--- config.mk ---
export PLATFORM = sky130hd
export DESIGN_NAME = adc_sequence_config
export DESIGN_NICKNAME = d
export VERILOG_FILES = /design/src/include/adc_seq_pkg.sv /design/src/rtl/conv_tick_gen.sv /design/src/rtl/adc_sequence_config.sv
export SDC_FILE = /design/constraint.sdc
export NUM_CORES = 1
export LEC_CHECK = 0
export BUFFER_PORTS_ARGS = -buffer_cell sky130_fd_sc_hd__buf_2
export CORE_ASPECT_RATIO = 1.1
export CORE_UTILIZATION = 40
export DETAILED_ROUTE_END_ITERATION = 16
export MAX_ROUTING_LAYER = met4
export SYNTH_ARGS = -nofsm -noshare
export SYNTH_HDL_FRONTEND = slang
export SYNTH_HIERARCHICAL = 1
export SYNTH_SLANG_ARGS = --single-unit
--- constraint.sdc ---
create_clock -name i_clk -period 1.9 [get_ports i_clk]
set_input_delay 0 -clock i_clk [delete_from_list [all_inputs] [get_ports i_clk]]
set_output_delay 0 -clock i_clk [all_outputs]
set_load 0.02 [all_outputs]
--- src/include/adc_seq_pkg.sv ---
// Constants, register map and types for the converter sequence control block.
package adc_seq_pkg;

	// ---------------------------------------------------------------
	// Register port
	// ---------------------------------------------------------------
	localparam int ADDR_W = 4;
	localparam int DATA_W = 8;

	localparam logic [3:0] REG_REF    = 4'h0;
	localparam logic [3:0] REG_PCH    = 4'h1;
	localparam logic [3:0] REG_PRE    = 4'h2;
	localparam logic [3:0] REG_ACQ    = 4'h3;
	localparam logic [3:0] REG_CAP    = 4'h4;
	localparam logic [3:0] REG_RPT    = 4'h5;
	localparam logic [3:0] REG_CNT    = 4'h6;
	localparam logic [3:0] REG_FLTH   = 4'h7;
	localparam logic [3:0] REG_FLTL   = 4'h8;
	localparam logic [3:0] REG_CTRL   = 4'h9;
	localparam logic [3:0] REG_CLKDIV = 4'hA;
	localparam logic [3:0] REG_MODE   = 4'hB;
	localparam logic [3:0] REG_STATUS = 4'hC;

	// Writable bit masks; bits outside them read zero.
	localparam logic [7:0] REF_MASK    = 8'h13;
	localparam logic [7:0] PCH_MASK    = 8'h3F;
	localparam logic [7:0] CAP_MASK    = 8'h1F;
	localparam logic [7:0] CTRL_MASK   = 8'h01;
	localparam logic [7:0] CLKDIV_MASK = 8'h3F;
	localparam logic [7:0] MODE_MASK   = 8'h77;
	localparam logic [7:0] CFG_RESET   = 8'h00;

	// ---------------------------------------------------------------
	// Fields
	// ---------------------------------------------------------------
	localparam int NEG_REF_BIT = 4;
	localparam int CLK_SRC_BIT = 0;
	localparam int MODE_LSB    = 0;
	localparam int SHIFT_LSB   = 4;

	localparam logic [1:0] POS_REF_VDD = 2'h0;
	localparam logic [1:0] POS_REF_PIN = 2'h2;
	localparam logic [1:0] POS_REF_FIXED = 2'h3;

	localparam logic [5:0] CH_FIXED    = 6'h3F;
	localparam logic [5:0] CH_DAC      = 6'h3E;
	localparam logic [5:0] CH_TEMP     = 6'h3D;
	localparam logic [5:0] CH_GND      = 6'h3C;
	localparam logic [5:0] CH_PIN_LAST = 6'h22;

	localparam logic [2:0] MODE_ACCUM = 3'h1;
	localparam logic [2:0] MODE_AVG   = 3'h2;
	localparam logic [2:0] MODE_BURST = 3'h3;
	localparam logic [2:0] MODE_LOWPASS = 3'h4;

	// ---------------------------------------------------------------
	// Counts
	// ---------------------------------------------------------------
	localparam logic [7:0] CNT_MAX        = 8'hFF;
	localparam logic [8:0] ACQ_LONG_TICKS = 9'h100;
	localparam logic [8:0] CONV_TICKS     = 9'h00B;

	typedef enum logic [1:0] {ST_IDLE, ST_PRE, ST_ACQ, ST_CONV} seq_state_e;

endpackage : adc_seq_pkg

--- src/rtl/conv_tick_gen.sv ---
// Converter clock enable generator: one tick per converter clock period.
`timescale 1ns/1ps
module conv_tick_gen
	import adc_seq_pkg::*;
(
	// Clock and reset
	input  wire logic       i_clk,
	input  wire logic       i_rst,
	// Selection
	input  wire logic       i_use_divider,
	input  wire logic [5:0] i_div_code,
	// Tick
	output logic            o_tick
);

	logic [6:0] cnt_reg;
	logic [6:0] last_count;
	logic       wrap;

	// Ratio is 2*(code+1), so the count runs 0 .. 2*code+1.
	assign last_count = {i_div_code, 1'b1};
	assign wrap       = (cnt_reg >= last_count);

	always_ff @(posedge i_clk) begin
		if (i_rst) begin
			cnt_reg <= 7'h00;
			o_tick  <= 1'b0;
		end else begin
			cnt_reg <= (wrap || !i_use_divider) ? 7'h00 : cnt_reg + 7'h01;
			o_tick  <= !i_use_divider || wrap;
		end
	end

endmodule : conv_tick_gen

--- src/rtl/adc_sequence_config.sv ---
// Converter configuration registers, stage sequencer and filter output.
`timescale 1ns/1ps

module adc_sequence_config
	import adc_seq_pkg::*;
(
	// Clock and reset
	input  wire logic        i_clk,
	input  wire logic        i_rst,
	// Register port
	input  wire logic [3:0]  i_addr,
	input  wire logic [7:0]  i_wdata,
	input  wire logic        i_wr,
	input  wire logic        i_rd,
	output logic      [7:0]  o_rdata,
	// Conversion engine
	input  wire logic        i_trigger,
	input  wire logic [15:0] i_accumulator_value,
	input  wire logic [15:0] i_lowpass_value,
	// Analog controls
	output logic             o_neg_ref_pin,
	output logic             o_pos_ref_vdd,
	output logic             o_pos_ref_pin,
	output logic             o_pos_ref_fixed,
	output logic             o_channel_connect,
	output logic      [5:0]  o_channel_pin,
	output logic             o_channel_is_pin,
	output logic             o_channel_fixed,
	output logic             o_channel_dac,
	output logic             o_channel_temp,
	output logic             o_channel_gnd,
	output logic      [4:0]  o_extra_sample_cap,
	// Sequencer
	output logic             o_precharge,
	output logic             o_acquire,
	output logic             o_converting,
	output logic             o_threshold_check,
	output logic      [15:0] o_filter_output
);

	// ---------------------------------------------------------------
	// Registers
	// ---------------------------------------------------------------
	logic [7:0] ref_reg, pch_reg, pre_reg, acq_reg, cap_reg, rpt_reg;
	logic [7:0] cnt_reg, ctrl_reg, clkdiv_reg, mode_reg;
	logic [7:0] cnt_next;

	logic       wr_ref, wr_pch, wr_pre, wr_acq, wr_cap, wr_rpt;
	logic       wr_cnt, wr_ctrl, wr_clkdiv, wr_mode;

	assign wr_ref    = i_wr && (i_addr == REG_REF);
	assign wr_pch    = i_wr && (i_addr == REG_PCH);
	assign wr_pre    = i_wr && (i_addr == REG_PRE);
	assign wr_acq    = i_wr && (i_addr == REG_ACQ);
	assign wr_cap    = i_wr && (i_addr == REG_CAP);
	assign wr_rpt    = i_wr && (i_addr == REG_RPT);
	assign wr_cnt    = i_wr && (i_addr == REG_CNT);
	assign wr_ctrl   = i_wr && (i_addr == REG_CTRL);
	assign wr_clkdiv = i_wr && (i_addr == REG_CLKDIV);
	assign wr_mode   = i_wr && (i_addr == REG_MODE);

	seq_state_e state_reg, state_next;
	logic       start;
	logic [2:0] mode;
	logic [2:0] shift;

	assign start = i_trigger && (state_reg == ST_IDLE);
	assign mode  = mode_reg[MODE_LSB +: 3];
	assign shift = mode_reg[SHIFT_LSB +: 3];

	// A start (trigger while idle) in the same cycle as a software write wins, so
	// no count is lost to the write; counts past CNT_MAX are lost to saturation.
	assign cnt_next = start ? ((cnt_reg == CNT_MAX) ? CNT_MAX
	                                  : cnt_reg + 8'h01)
	                        : (wr_cnt ? i_wdata : cnt_reg);

	always_ff @(posedge i_clk) begin
		if (i_rst) begin
			ref_reg    <= CFG_RESET;
			pch_reg    <= CFG_RESET;
			pre_reg    <= CFG_RESET;
			acq_reg    <= CFG_RESET;
			cap_reg    <= CFG_RESET;
			rpt_reg    <= CFG_RESET;
			cnt_reg    <= CFG_RESET;
			ctrl_reg   <= CFG_RESET;
			clkdiv_reg <= CFG_RESET;
			mode_reg   <= CFG_RESET;
		end else begin
			if (wr_ref)    ref_reg    <= i_wdata & REF_MASK;
			if (wr_pch)    pch_reg    <= i_wdata & PCH_MASK;
			if (wr_pre)    pre_reg    <= i_wdata;
			if (wr_acq)    acq_reg    <= i_wdata;
			if (wr_cap)    cap_reg    <= i_wdata & CAP_MASK;
			if (wr_rpt)    rpt_reg    <= i_wdata;
			if (wr_ctrl)   ctrl_reg   <= i_wdata & CTRL_MASK;
			if (wr_clkdiv) clkdiv_reg <= i_wdata & CLKDIV_MASK;
			if (wr_mode)   mode_reg   <= i_wdata & MODE_MASK;
			cnt_reg <= cnt_next;
		end
	end

	// ---------------------------------------------------------------
	// Reference and channel routing
	// ---------------------------------------------------------------
	logic [1:0] pos_ref;
	logic [5:0] chan;
	logic       chan_is_pin;
	logic       chan_special;

	assign pos_ref      = ref_reg[1:0];
	assign chan         = pch_reg[5:0];
	assign chan_is_pin  = (chan <= CH_PIN_LAST);
	assign chan_special = (chan >= CH_GND);

	always_ff @(posedge i_clk) begin
		if (i_rst) begin
			o_neg_ref_pin      <= 1'b0;
			o_pos_ref_vdd      <= 1'b0;
			o_pos_ref_pin      <= 1'b0;
			o_pos_ref_fixed    <= 1'b0;
			o_channel_connect  <= 1'b0;
			o_channel_pin      <= 6'h00;
			o_channel_is_pin   <= 1'b0;
			o_channel_fixed    <= 1'b0;
			o_channel_dac      <= 1'b0;
			o_channel_temp     <= 1'b0;
			o_channel_gnd      <= 1'b0;
			o_extra_sample_cap <= 5'h00;
		end else begin
			o_neg_ref_pin      <= ref_reg[NEG_REF_BIT];
			o_pos_ref_vdd      <= (pos_ref == POS_REF_VDD);
			o_pos_ref_pin      <= (pos_ref == POS_REF_PIN);
			o_pos_ref_fixed    <= (pos_ref == POS_REF_FIXED);
			o_channel_connect  <= chan_is_pin || chan_special;
			o_channel_pin      <= chan_is_pin ? chan : 6'h00;
			o_channel_is_pin   <= chan_is_pin;
			o_channel_fixed    <= (chan == CH_FIXED);
			o_channel_dac      <= (chan == CH_DAC);
			o_channel_temp     <= (chan == CH_TEMP);
			o_channel_gnd      <= (chan == CH_GND);
			o_extra_sample_cap <= cap_reg[4:0];
		end
	end

	// ---------------------------------------------------------------
	// Converter clock
	// ---------------------------------------------------------------
	logic tick;

	conv_tick_gen u_tick (
		.i_clk         (i_clk),
		.i_rst         (i_rst),
		.i_use_divider (ctrl_reg[CLK_SRC_BIT]),
		.i_div_code    (clkdiv_reg[5:0]),
		.o_tick        (tick)
	);

	// ---------------------------------------------------------------
	// Stage sequencer
	// ---------------------------------------------------------------
	logic [8:0] remain_reg, remain_next;
	logic [8:0] acq_ticks;
	logic       stage_end;
	logic       check_mode;

	// Zero acquisition after a precharge still needs charge sharing.
	assign acq_ticks  = (acq_reg == 8'h00) ? ACQ_LONG_TICKS
	                                       : {1'b0, acq_reg};
	assign stage_end  = tick && (remain_reg == 9'h001);
	assign check_mode = (mode == MODE_LOWPASS) || (mode == MODE_AVG)
	                 || (mode == MODE_BURST);

	always_comb begin
		state_next  = state_reg;
		remain_next = remain_reg;
		case (state_reg)
			ST_IDLE: begin
				if (start) begin
					if (pre_reg != 8'h00) begin
						state_next  = ST_PRE;
						remain_next = {1'b0, pre_reg};
					end else if (acq_reg != 8'h00) begin
						state_next  = ST_ACQ;
						remain_next = {1'b0, acq_reg};
					end else begin
						state_next  = ST_CONV;
						remain_next = CONV_TICKS;
					end
				end
			end
			ST_PRE: begin
				if (stage_end) begin
					state_next  = ST_ACQ;
					remain_next = acq_ticks;
				end else if (tick) begin
					remain_next = remain_reg - 9'h001;
				end
			end
			ST_ACQ: begin
				if (stage_end) begin
					state_next  = ST_CONV;
					remain_next = CONV_TICKS;
				end else if (tick) begin
					remain_next = remain_reg - 9'h001;
				end
			end
			ST_CONV: begin
				if (stage_end) begin
					state_next  = ST_IDLE;
					remain_next = 9'h000;
				end else if (tick) begin
					remain_next = remain_reg - 9'h001;
				end
			end
			default: begin
				state_next  = ST_IDLE;
				remain_next = 9'h000;
			end
		endcase
	end

	always_ff @(posedge i_clk) begin
		if (i_rst) begin
			state_reg         <= ST_IDLE;
			remain_reg        <= 9'h000;
			o_precharge       <= 1'b0;
			o_acquire         <= 1'b0;
			o_converting      <= 1'b0;
			o_threshold_check <= 1'b0;
		end else begin
			state_reg         <= state_next;
			remain_reg        <= remain_next;
			o_precharge       <= (state_next == ST_PRE);
			o_acquire         <= (state_next == ST_ACQ);
			o_converting      <= (state_next == ST_CONV);
			o_threshold_check <= (state_reg == ST_CONV) && stage_end
			                  && check_mode && (cnt_reg >= rpt_reg);
		end
	end

	// ---------------------------------------------------------------
	// Filter output
	// ---------------------------------------------------------------
	logic        shift_mode;
	logic [15:0] shifted;

	// Arithmetic shift drops the low bits, so the quotient rounds toward minus infinity.
	assign shifted    = 16'($signed(i_accumulator_value) >>> shift);
	assign shift_mode = (mode == MODE_ACCUM) || (mode == MODE_AVG)
	                 || (mode == MODE_BURST);

	always_ff @(posedge i_clk) begin
		if (i_rst) begin
			o_filter_output <= 16'h0000;
		end else if (shift_mode) begin
			o_filter_output <= shifted;
		end else if (mode == MODE_LOWPASS) begin
			o_filter_output <= i_lowpass_value;
		end
	end

	// ---------------------------------------------------------------
	// Read port
	// ---------------------------------------------------------------
	logic [7:0] rd_mux;
	logic [7:0] status;

	assign status = {5'h00, o_converting, o_acquire, o_precharge};
	assign rd_mux =
		(i_addr == REG_REF)    ? ref_reg :
		(i_addr == REG_PCH)    ? pch_reg :
		(i_addr == REG_PRE)    ? pre_reg :
		(i_addr == REG_ACQ)    ? acq_reg :
		(i_addr == REG_CAP)    ? cap_reg :
		(i_addr == REG_RPT)    ? rpt_reg :
		(i_addr == REG_CNT)    ? cnt_reg :
		(i_addr == REG_FLTH)   ? o_filter_output[15:8] :
		(i_addr == REG_FLTL)   ? o_filter_output[7:0] :
		(i_addr == REG_CTRL)   ? ctrl_reg :
		(i_addr == REG_CLKDIV) ? clkdiv_reg :
		(i_addr == REG_MODE)   ? mode_reg :
		(i_addr == REG_STATUS) ? status : 8'h00;

	always_ff @(posedge i_clk) begin
		if (i_rst) begin
			o_rdata <= 8'h00;
		end else begin
			o_rdata <= i_rd ? rd_mux : 8'h00;
		end
	end

	// ---------------------------------------------------------------
	// Checks
	// ---------------------------------------------------------------
	logic [8:0] stage_ticks;

	always_ff @(posedge i_clk) begin
		if (i_rst || state_next != state_reg) begin
			stage_ticks <= 9'h000;
		end else if (tick) begin
			stage_ticks <= stage_ticks + 9'h001;
		end
	end
endmodule : adc_sequence_config

## After elaboration in Yosys (flattened, before gate mapping)

Index checks and enable logic that the tools add are counted.

| storage, ports and cells | value |
|---|---|
| flip-flop bits (word level) | 127 |
| input bits | 49 |
| word-level logic and storage cells | 144 |

| operators by class | value |
|---|---|
| $add $sub $neg | 3 |
| magnitude comparators | 4 |
| equal/unequal tests | 31 |
| shift-type cells | 1 |
| multiplexer cells | 34 |
| bitwise gates (word level) | 2 |
| reductions and logical operators | 35 |

Operator list:

| cell | number |
|---|---|
| $mux 8 | 12 |
| $mux 9 | 6 |
| $pmux 9 s4 | 1 |
| $mux 16 | 2 |
| $eq 6x6->1 const B | 4 |
| $mux 7 | 3 |
| $eq 4x4->1 const B | 5 |
| $eq 4x3->1 const B | 4 |
| $reduce_bool 8->1 | 2 |
| $sshr 16x3->16 | 1 |
| $logic_and 1x1->1 | 15 |
| $eq 2x2->1 const B | 6 |
| $mux 2 | 5 |
| $eq 9x1->1 const B | 1 |
| $sub 9x1->9 const B | 1 |
| $add 8x1->8 const B | 1 |
| $eq 4x2->1 const B | 2 |
| $eq 8x8->1 const B | 1 |
| $ge 8x8->1 | 1 |
| $logic_not 8->1 | 1 |
| $pmux 2 s4 | 1 |
| $add 7x1->7 const B | 1 |
| $ge 7x7->1 | 1 |
| $eq 3x2->1 const B | 2 |
| 20 further kinds | 31 |

## Longest topological paths before layout

Gate-level depths: netlist of the first run.

| logic depth | value |
|---|---|
| word-level depth | 14 |
| mapped depth | 8 |
| gate-level depth less buffers | 7 |

## Modules after synthesis

Netlist of the first run, hierarchy kept.

Modules (own cells, without submodules):

| module | instances | cells each | area an instance (sq um) |
|---|---|---|---|
| adc_sequence_config | 1 | 762 | 6633.9 |
| conv_tick_gen | 1 | 52 | 476.7 |

## Worst setup path before layout of the first run

No wires, ideal clock.

| path | value |
|---|---|
| path type | register to register |
| start | reg remain_reg[0] |
| end | reg remain_reg[0] |
| arrival | 1480 ps |
| data required time | 1780 ps |
| setup slack | 300 ps |
| stages on the path, launching flop included | 7 |
| buffers on the path | 0 |
| cells stage by stage | dfxtp_1 > ha_1 > nor3b_2 > nand3_2 > o21ai_2 > a211oi_1 > or2_1 |

| between the ends | value |
|---|---|
| longest elaborated chain between the ends | 4 |

Ends and longest elaborated chain:

| item | line | RTL |
|---|---|---|
| start: declaration | adc_sequence_config.sv:162 | `logic [8:0] remain_reg, remain_next;` |
| start signal: assignment | adc_sequence_config.sv:233 | `remain_reg <= remain_next;` |
| $sub 9x1->9 / $eq 9x1->1 (equally long branches) | - |  |
| $mux 9 / $logic_and 1x1->1 (equally long branches) | - |  |
| $mux 9 (on tied branches) | adc_sequence_config.sv:209, adc_sequence_config.sv:193, adc_sequence_config.sv:201 |  |
| $pmux 9 s4 (*) | adc_sequence_config.sv:177 | `case (state_reg)` |

Every way passes the cells marked *; elsewhere a longest branch is shown, timed or not.
A chain may end at the register's enable or synchronous reset.

## Final worst setup path of the first run

| path | value |
|---|---|
| start | reg remain_reg[1] |
| end | reg remain_reg[7] |

Same word-level chain as after synthesis.

==> flow_metrics.tcl, run 1 <==
set metrics [dict create \
    clkTransAtPathRegs_ns 0.06 \
    core_area_mm2 0.01720 \
    synth_edf_count 0 \
    maxCapViolations 0 \
    place_inst 1141 \
    fin_crit_sh 0.9193 \
    yosys-top-cells-area "dfxtp_1, mux2i_1, mux4_2, o21ai_0, nand2_1" \
    grt_pass1_wl_mm 34.95 \
    initial_core_util 0.4133 \
    wl_per_cell_um 18.04 \
    largest_reg_flops 16 \
    startpoint_type "flip-flop" \
    ant_nets 0 \
    cts_root_buf "clkbuf_16" \
    status "finished clean" \
    place_area_mm2 0.008001 \
    worstPathArrival_ns 2.10 \
    clock_skew_ns 0.009459 \
    place.gp.congestion 0.8994 \
    route.detailed.drc 0 \
    leakage_nw 3.536 \
    nets 1021 \
    synth_top_area_share 0.3576 \
    synthCells 814 \
    h-tree-depth 4 \
    rows 50 \
    hpwl_mm 15.83 \
    critPathKind "flip-flop to flip-flop" \
    end_kind "flip-flop" \
    yosysSeqAreaShare 0.3576 \
    clk-insertion-delay-late_ns 0.43 \
    syn-num-nets 881 \
    die_w_um 129.1 \
    hold_path.class "primary input to flip-flop" \
    dieArea_mm2 0.01831 \
    die_h_um 141.8 \
    critPathBufInv 1 \
    area_growth_pct 24.30 \
    fin_area_mm2 0.008838 \
    n_antenna_cell 0 \
    numCtsBuffers 17 \
    firstDrtPassIters 5 \
    grt_pass1_vias 6438 \
    io_buffers 97 \
    syn_avg_cell_area_um2 8.735 \
    synth_largest_area_cell "dfxtp_1" \
    drive_gt1_frac 0.2316 \
    hold_viol 0 \
    io_pins 98 \
    post_cts_buffers 0 \
    pre_cts_slack_ns 0.08895 \
    yosysUniqueCellTypes 78 \
    max_slew_margin 0.5583 \
    cts_num_sinks 127 \
    async_flop_share 0 \
    vias_per_cell 5.606 \
    drt_iter0_drc 541 \
    critPathRequiredTime_ns 2.25 \
    synth_area_mm2 0.007111 \
    crit_slowest_cell "dfxtp_1" \
    crit_path_max_incr_delay_ns 0.34 \
    num_vias 6733 \
    pwr_density_cell_mw_per_mm2 800.5 \
    setup_ws_ns 0.1534 \
    setup_viol 0 \
    cp_top_family "simple AND/OR/NAND/NOR gates" \
    clock.fmax_mhz 572.5 \
    grt_max_degree 31 \
    rsz0062_at_grt "false" \
    tightest_slew_ns 0.6581 \
    ir_worst_vdd_mv 0.6647 \
    overflow 0 \
    drt_wl_total_mm 21.67 \
    fin_setup_tns_ns 0 \
    period_minus_slack_ns 1.747 \
    grt_antenna_before_repair 0 \
    instances_no_fill 1201 \
    cts_tree "built" \
    grt_usage 0.2580 \
    ys_ff_latch 127 \
    path_cells "inv_1, ha_1, nor3b_4, and3_4, a22o_1, nand2_1, a21oi_1" \
    fill_cells 1690 \
    drv_slew 0 \
    holdWs_ns 0.07667 \
    cts_buffer_depth 2 \
    synth_flop_cell "dfxtp_1" \
    yosysWarnings 6 \
    cp_max_fo 12 \
]
## cells in the mapped netlist, drive strengths merged (5+ instances only)
| cell | count |
|---|---|
| nand2 | 71 |
| o22ai | 7 |
| nor2b | 25 |
| nor2 | 71 |
| a22oi | 17 |
| ha | 18 |
| nor3b | 6 |
| a211oi | 22 |
| inv | 28 |
| o21ai | 69 |
| nor3 | 32 |
| a31oi | 6 |
| xor2 | 5 |
| or4 | 5 |
| a21oi | 47 |
| nand3 | 20 |
| and2 | 7 |
| dfxtp | 127 |
| nand2b | 15 |
| and3 | 5 |
| mux2i | 57 |
| mux2 | 10 |
| a221oi | 5 |
| mux4 | 13 |
| buf | 22 |
| o211ai | 8 |
| clkbuf | 28 |
## cell families (layout without fill, tap and decap cells)
group	count (synthesis)	in the layout	share of synthesized area
buffers and inverters	78	231	0.04927
muxes	80	80	0.1373
adders and majority gates	18	18	0.03167
and+or+nand+nor	279	279	0.2117
AOI/OAI and AO/OA	223	223	0.2015
DFF	127	127	0.3576
xor gates and xnor gates	9	9	0.01108
## cells in the final DEF, fill, tap and decap left out, types with 6 or more instances in the layout
cell type      synthesis  routed
nor2b_1               25      25
nand2_1               71      71
a22oi_1               17      17
buf_4                  7      45
inv_1                 28      28
nor3_1                30      29
mux2i_1               57      57
dlygate4sd3_1          0      28
dfxtp_1              127     126
nor2_1                64      64
nand2b_1              15      15
a211oi_1              20      20
clkbuf_16              0      17
ha_1                  18      18
o211ai_1               8       8
mux2_2                 8       8
o22ai_1                7       7
o21ai_0               55      55
and2_1                 7       7
buf_2                 13      97
mux4_2                13      13
o21ai_1               13      13
nand3_1               18      18
a21oi_1               47      47
a31oi_1                6       6
## power breakdown
| part | total [mW] | switching (mW) | leakage, nW | internal (mW) |
|---|---|---|---|---|
| clock network | 2.98 | 1.30 | 0.258 | 1.68 |
| logic | 1.20 | 0.683 | 2.25 | 0.520 |
| registers | 2.90 | 0.129 | 1.03 | 2.77 |
## final timing paths
kind	start	end	slack, ns	cells after the start
max	remain_reg[1]$_SDFFE_PP0P_	remain_reg[7]$_SDFFE_PP0P_	0.15	7
min	i_accumulator_value[1]	o_filter_output[1]$_SDFFE_PP0P_	0.08	4
max reg2reg	remain_reg[1]$_SDFFE_PP0P_	remain_reg[7]$_SDFFE_PP0P_	0.15	7
min reg2reg	rpt_reg[5]$_SDFFE_PP0P_	rpt_reg[5]$_SDFFE_PP0P_	0.48	2
## through the flow
stage / total power [mW] / util
5_1_grt: 7.363 / 0.5137
6_report: 7.075 / 0.5137
2_1_floorplan: 3.690 / -
3_3_place_gp: 4.069 / 0.4651
4_1_cts: 7.080 / 0.5126
3_5_place_dp: 4.071 / 0.4651
## layout make-up
type                       instances  area, um^2  share of cell area
inverter                          28       105.1             0.01189
timing repair buffer             171        1124              0.1271
multi-input combinational        609        4237              0.4793
sequential                       127        2544              0.2878
clock buffer                      18       429.2             0.04856
clock inverter                    14       107.6             0.01217
tap                              234       292.8             0.03313
## layer usage
layer | global-route usage | part of all wire | vias up | wire length [um]
met1 | 0.3357 | 0.46 | 3181 | 9866
met5 | - | 0 | - | 0
met3 | 0.04072 | 0.057 | 44 | 1226
met2 | 0.3959 | 0.46 | 243 | 9930
li1 | - | - | 3265 | -
met4 | 0.1090 | 0.030 | 0 | 649
## worst min-delay path: stages
cell	delay [ns]
buf_2	0.08
mux4_2	0.21
mux2i_1	0.06
o21ai_0	0.12
## repair_timing
item | in CTS | in global routing
hold buffers | 28 | 0
hold endpoints to repair | 50 | 0
resized for setup | 0 | 4
setup endpoints to repair | 0 | 6
Note: power is estimated with default switching activity, not from simulation.
==> run 2: changes to the inputs <==
BUFFER_PORTS_ARGS = default   (was -buffer_cell sky130_fd_sc_hd__buf_2)
DONT_BUFFER_PORTS = 1   (was default)
SKIP_LAST_GASP = 1   (was default)
clock period = 1.7 ns   (was 1.9 ns; I/O delays follow)
==> flow_metrics.tcl, run 2 (same netlist as run 1, synthesis figures left out) <==
set metrics [dict create \
    max_slew_margin 0.5504 \
    num_vias 6660 \
    n_antenna_cell 0 \
    setup_viol 0 \
    nets 971 \
    clk-insertion-delay-late_ns 0.43 \
    area_growth_pct 24.92 \
    die_w_um 129.1 \
    clkTransAtPathRegs_ns 0.06 \
    holdWs_ns 0.01325 \
    layout_common_cells "dfxtp_1, buf_4, nand2_1" \
    cts_buffer_depth 2 \
    startpoint_type "flip-flop" \
    clock.fmax_mhz 609.2 \
    wl_per_cell_um 20.02 \
    place_inst 1070 \
    instances_no_fill 1150 \
    setup_ws_ns 0.05860 \
    drt_iter0_drc 631 \
    fin_setup_tns_ns 0 \
    grt_antenna_before_repair 0 \
    place_area_mm2 0.007699 \
    clock_skew_ns 0.008223 \
    period_minus_slack_ns 1.641 \
    final_common_cell "dfxtp_1" \
    fin_crit_sh 0.9655 \
    overflow 0 \
    critPathBufInv 1 \
    crit_path_max_incr_delay_ns 0.45 \
    leakage_nw 3.406 \
    drive_gt1_frac 0.1812 \
    drt_wl_total_mm 23.02 \
    critPathRequiredTime_ns 1.99 \
    hold_viol 0 \
    end_kind "flip-flop" \
    hpwl_mm 15.52 \
    cts_tree "built" \
    tightest_slew_ns 0.6721 \
    fin_area_mm2 0.008882 \
    ant_nets 0 \
    grt_max_degree 90 \
    pwr_density_cell_mw_per_mm2 964.1 \
    path_cells "inv_1, ha_1, and3_1, a2111oi_0, a211oi_1" \
    status "finished clean" \
    io_buffers 0 \
    rows 50 \
    crit_slowest_cell "a2111oi_0" \
    hold_path.class "primary input to flip-flop" \
    worstPathArrival_ns 1.93 \
    core_area_mm2 0.01720 \
    die_h_um 141.8 \
    place.gp.congestion 0.8902 \
    cts_num_sinks 127 \
    firstDrtPassIters 5 \
    fin_util 0.5163 \
    maxCapViolations 0 \
    route.detailed.drc 0 \
    largest_reg_flops 16 \
    rsz0062_at_grt "true" \
    grt_usage 0.2663 \
    io_pins 98 \
    h-tree-depth 4 \
    total_power_mw 8.563 \
    grt_pass1_vias 6402 \
    drv_slew 0 \
    numCtsBuffers 17 \
    vias_per_cell 5.791 \
    grt_pass1_wl_mm 35.63 \
    cts_root_buf "clkbuf_16" \
    ir_worst_vdd_mv 0.6923 \
    critPathKind "flip-flop to flip-flop" \
    initial_core_util 0.4133 \
    cp_top_family "compound AO/OA/AOI/OAI gates" \
    cp_max_fo 3 \
    pre_cts_slack_ns -0.008652 \
    dieArea_mm2 0.01831 \
]
[run 2: changes by cell type in the layout (fill, tap and decap cells not counted), moves of 2 or more]
cell / before / now
buf_2: 97 / 0
buf_4: 45 / 72
dfxtp_2: 1 / 4
nor2_1: 64 / 62
inv_8: 0 / 2
dfxtp_1: 126 / 123
bufinv_16: 0 / 4
clkinvlp_4: 3 / 0
dlygate4sd3_1: 28 / 44
dlymetal6s4s_1: 0 / 2
nor2_2: 3 / 5
[run 2: layer usage]
layer / routed length (um) / GRT usage / share of wire
met2: 10810 / 0.4117 / 0.47
met4: 711 / 0.1090 / 0.031
met5: 0 / - / 0
met3: 1852 / 0.06863 / 0.080
met1: 9643 / 0.3283 / 0.42
[run 2: path summary, 6_finish.rpt]
kind | start | endpoint | slack (ns) | cells past startpoint
setup reg to reg | rpt_reg[6]$_SDFFE_PP0P_ | o_threshold_check$_SDFF_PP0_ | 0.06 | 5
hold / removal | i_accumulator_value[2] | o_filter_output[0]$_SDFFE_PP0P_ | 0.01 | 3
setup / recovery | rpt_reg[6]$_SDFFE_PP0P_ | o_threshold_check$_SDFF_PP0_ | 0.06 | 5
hold reg to reg | rpt_reg[2]$_SDFFE_PP0P_ | rpt_reg[2]$_SDFFE_PP0P_ | 0.48 | 2
[run 2: what timing repair did]
item	CTS	global route
setup buffers	0	1
gates resized for setup	1	17
hold buffers	47	0
pin swaps	0	3
endpoints found under the hold margin	127	0
gates cloned	0	1
endpoints found under the setup margin	1	21
[run 2: worst min-delay path: cells and delay by family]
family	cells	cell delay, ns
mux	2	0.27
compound gates	1	0.14
[run 2: final cells by class]
cell class | instances | area [um^2]
sequential | 127 | 2547
clock buffer | 17 | 425.4
tap | 234 | 292.8
multi-input combinational | 610 | 4262
fill | 1628 | 8322
clock inverter | 14 | 205.2
timing repair buffer | 120 | 1045
inverter | 28 | 105.1
[run 2: report_power, final]
part           internal, mW  switching (mW)  leakage, nW  total, mW
registers              3.09           0.138         1.03       3.23
logic                 0.649           0.743         2.06       1.39
clock network          2.48            1.46        0.312       3.94
total                  6.22            2.34         3.41       8.56
==> run 3: changes to the inputs <==
GPL_TIMING_DRIVEN = 0   (was default)
REMOVE_ABC_BUFFERS = 1   (was default)
==> flow_metrics.tcl, run 3 (same netlist as run 1, synthesis figures left out) <==
set metrics [dict create \
    status "finished with violations" \
    failed_checks "negative setup slack" \
    grt_pass1_wl_mm 35.13 \
    pwr_density_cell_mw_per_mm2 956.3 \
    holdPathEnd "remain_reg[2]$_SDFFE_PP0P_" \
    grt_max_degree 50 \
    rrSetupSlack_ns -0.009 \
    drv_slew 0 \
    period_minus_slack_ns 1.709 \
    cts_tree "built" \
    grt_pass1_vias 6128 \
    startpoint_type "flip-flop" \
    initial_core_util 0.4133 \
    layout_common_cells "dfxtp_1, nand2_1, nor2_1" \
    die_h_um 141.8 \
    tightest_slew_ns 0.7242 \
    rsz0062_at_grt "true" \
    wl_met3_mm 1.903 \
    maxCapViolations 0 \
    leakage_nw 3.179 \
    wl_met2_mm 10.58 \
    critPathKind "flip-flop to flip-flop" \
    numCtsBuffers 17 \
    cp_max_fo 4 \
    drt-met1-wl_mm 9.800 \
    hold_viol 0 \
    wl_per_cell_um 20.78 \
    cts_buffer_depth 2 \
    ant_nets 0 \
    end_kind "flip-flop" \
    area_growth_pct 22.75 \
    firstDrtPassIters 5 \
    min_path_cells 3 \
    rows 50 \
    r2r-start "acq_reg[6]$_SDFFE_PP0P_" \
    reg2regPathDepth 5 \
    dieArea_mm2 0.01831 \
    cts_root_buf "clkbuf_16" \
    cts_num_sinks 127 \
    nets 929 \
    worstPathArrival_ns 2.03 \
    max_slew_margin 0.5162 \
    vias_per_cell 5.986 \
    hold_path.class "primary input to flip-flop" \
    setup_viol 1 \
    critPathRequiredTime_ns 2.02 \
    hp-start "i_trigger" \
    clk-insertion-delay-late_ns 0.43 \
    num_vias 6639 \
    top_layer "met4" \
    drive_gt1_frac 0.1545 \
    reg2reg_to "o_rdata[6]$_SDFF_PP0_" \
    final_common_cell "dfxtp_1" \
    drt_wl_total_mm 23.05 \
    clock_skew_ns 0.006211 \
    ir_worst_vdd_mv 0.7766 \
    core_area_mm2 0.01720 \
    overflow 0 \
    h-tree-depth 4 \
    fin_util 0.5073 \
    clock.fmax_mhz 585.1 \
    fin_crit_sh 1.005 \
    largest_reg_flops 16 \
    setup_ws_ns -0.009235 \
    hpwl_mm 14.42 \
    die_w_um 129.1 \
    route.detailed.drc 0 \
    io_pins 98 \
    io_buffers 0 \
    place.gp.congestion 0.9018 \
    clkTransAtPathRegs_ns 0.06 \
    total_power_mw 8.347 \
    grt_antenna_before_repair 1 \
    drt_iter0_drc 744 \
    grt_usage 0.2627 \
]
[run 3: cell types whose count changed in the layout (fill, tap and decap cells not counted), moves of 3 or more]
cell           previous run  this run
buf_4                    72        14
buf_12                    0         3
dfxtp_2                   4         8
dfxtp_1                 123       112
dfxtp_4                   0         7
clkinv_2                  2         5
dlygate4sd3_1            44        57
inv_6                     4         1
nor2_4                    3         6
[run 3: what timing repair did]
item                                    in CTS  in global routing
gates cloned                                 0                  1
endpoints found under the setup margin      37                 48
hold buffers                                58                  2
setup buffers                                6                 12
hold endpoints to repair                   122                 12
resized for setup                           27                 29
pin swaps                                    4                 13
[run 3: per-layer routing]
metal,track usage,vias up
li1,-,3081
met4,0.1034,0
met5,-,-
met2,0.3945,326
met1,0.3385,3181
met3,0.06259,51
[run 3: per-stage QoR]
stage | cells | hold slack (ns) | cell area (um^2) | setup TNS (ns) | setup WS, ns
floorplan | 764 | 0.06907 | 6865 | -1.286 | -0.2806
global placement | 998 | 0.08601 | 7158 | -11.00 | -0.6125
detailed placement | 998 | 0.08834 | 7158 | -10.92 | -0.6064
CTS | 1093 | -0.2961 | 8498 | -0.002032 | -0.002015
global route | 1109 | 0.008473 | 8728 | -0.1993 | -0.05456
finish | 1109 | 0.003930 | 8728 | -0.009235 | -0.009235
[run 3: how the worst max path moves through the flow]
stage,depth (start not counted),to,from
final,5,o_rdata[6]$_SDFF_PP0_,acq_reg[6]$_SDFFE_PP0P_
after global routing,6,o_filter_output[14]$_SDFFE_PP0P_,mode_reg[4]$_SDFFE_PP0P_
after CTS,7,remain_reg[0]$_SDFFE_PP0P_,remain_reg[1]$_SDFFE_PP0P_
after detailed placement,5,o_precharge$_SDFF_PP0_,state_reg[1]$_SDFF_PP0_
after global placement,4,o_filter_output[2]$_SDFFE_PP0P_,mode_reg[4]$_SDFFE_PP0P_
after floorplan,4,o_filter_output[2]$_SDFFE_PP0P_,mode_reg[4]$_SDFFE_PP0P_
[run 3: final cells by class]
cell class              instances  area, um^2
diodes                          1       2.502
clock buffers                  17       425.4
clock inverters                14       167.7
fillers                      1620        8476
inverters                      28       107.6
multi-input cells             610        4355
flip-flops and latches        127        2579
well taps                     234       292.8
repair buffers                 78       798.3
[run 3: power by group]
group	total (mW)	switching (mW)	internal [mW]
sequential	3.35	0.250	3.10
combinational	1.27	0.653	0.614
clock	3.73	1.43	2.30
[run 3: worst max-delay path, stage by stage, from the launching register on]
cell and delay, ns:
dfxtp_1 0.40, inv_1 0.10, a32oi_1 0.17, dlygate4sd3_1 0.57, o221ai_1 0.11, nor2_1 0.25
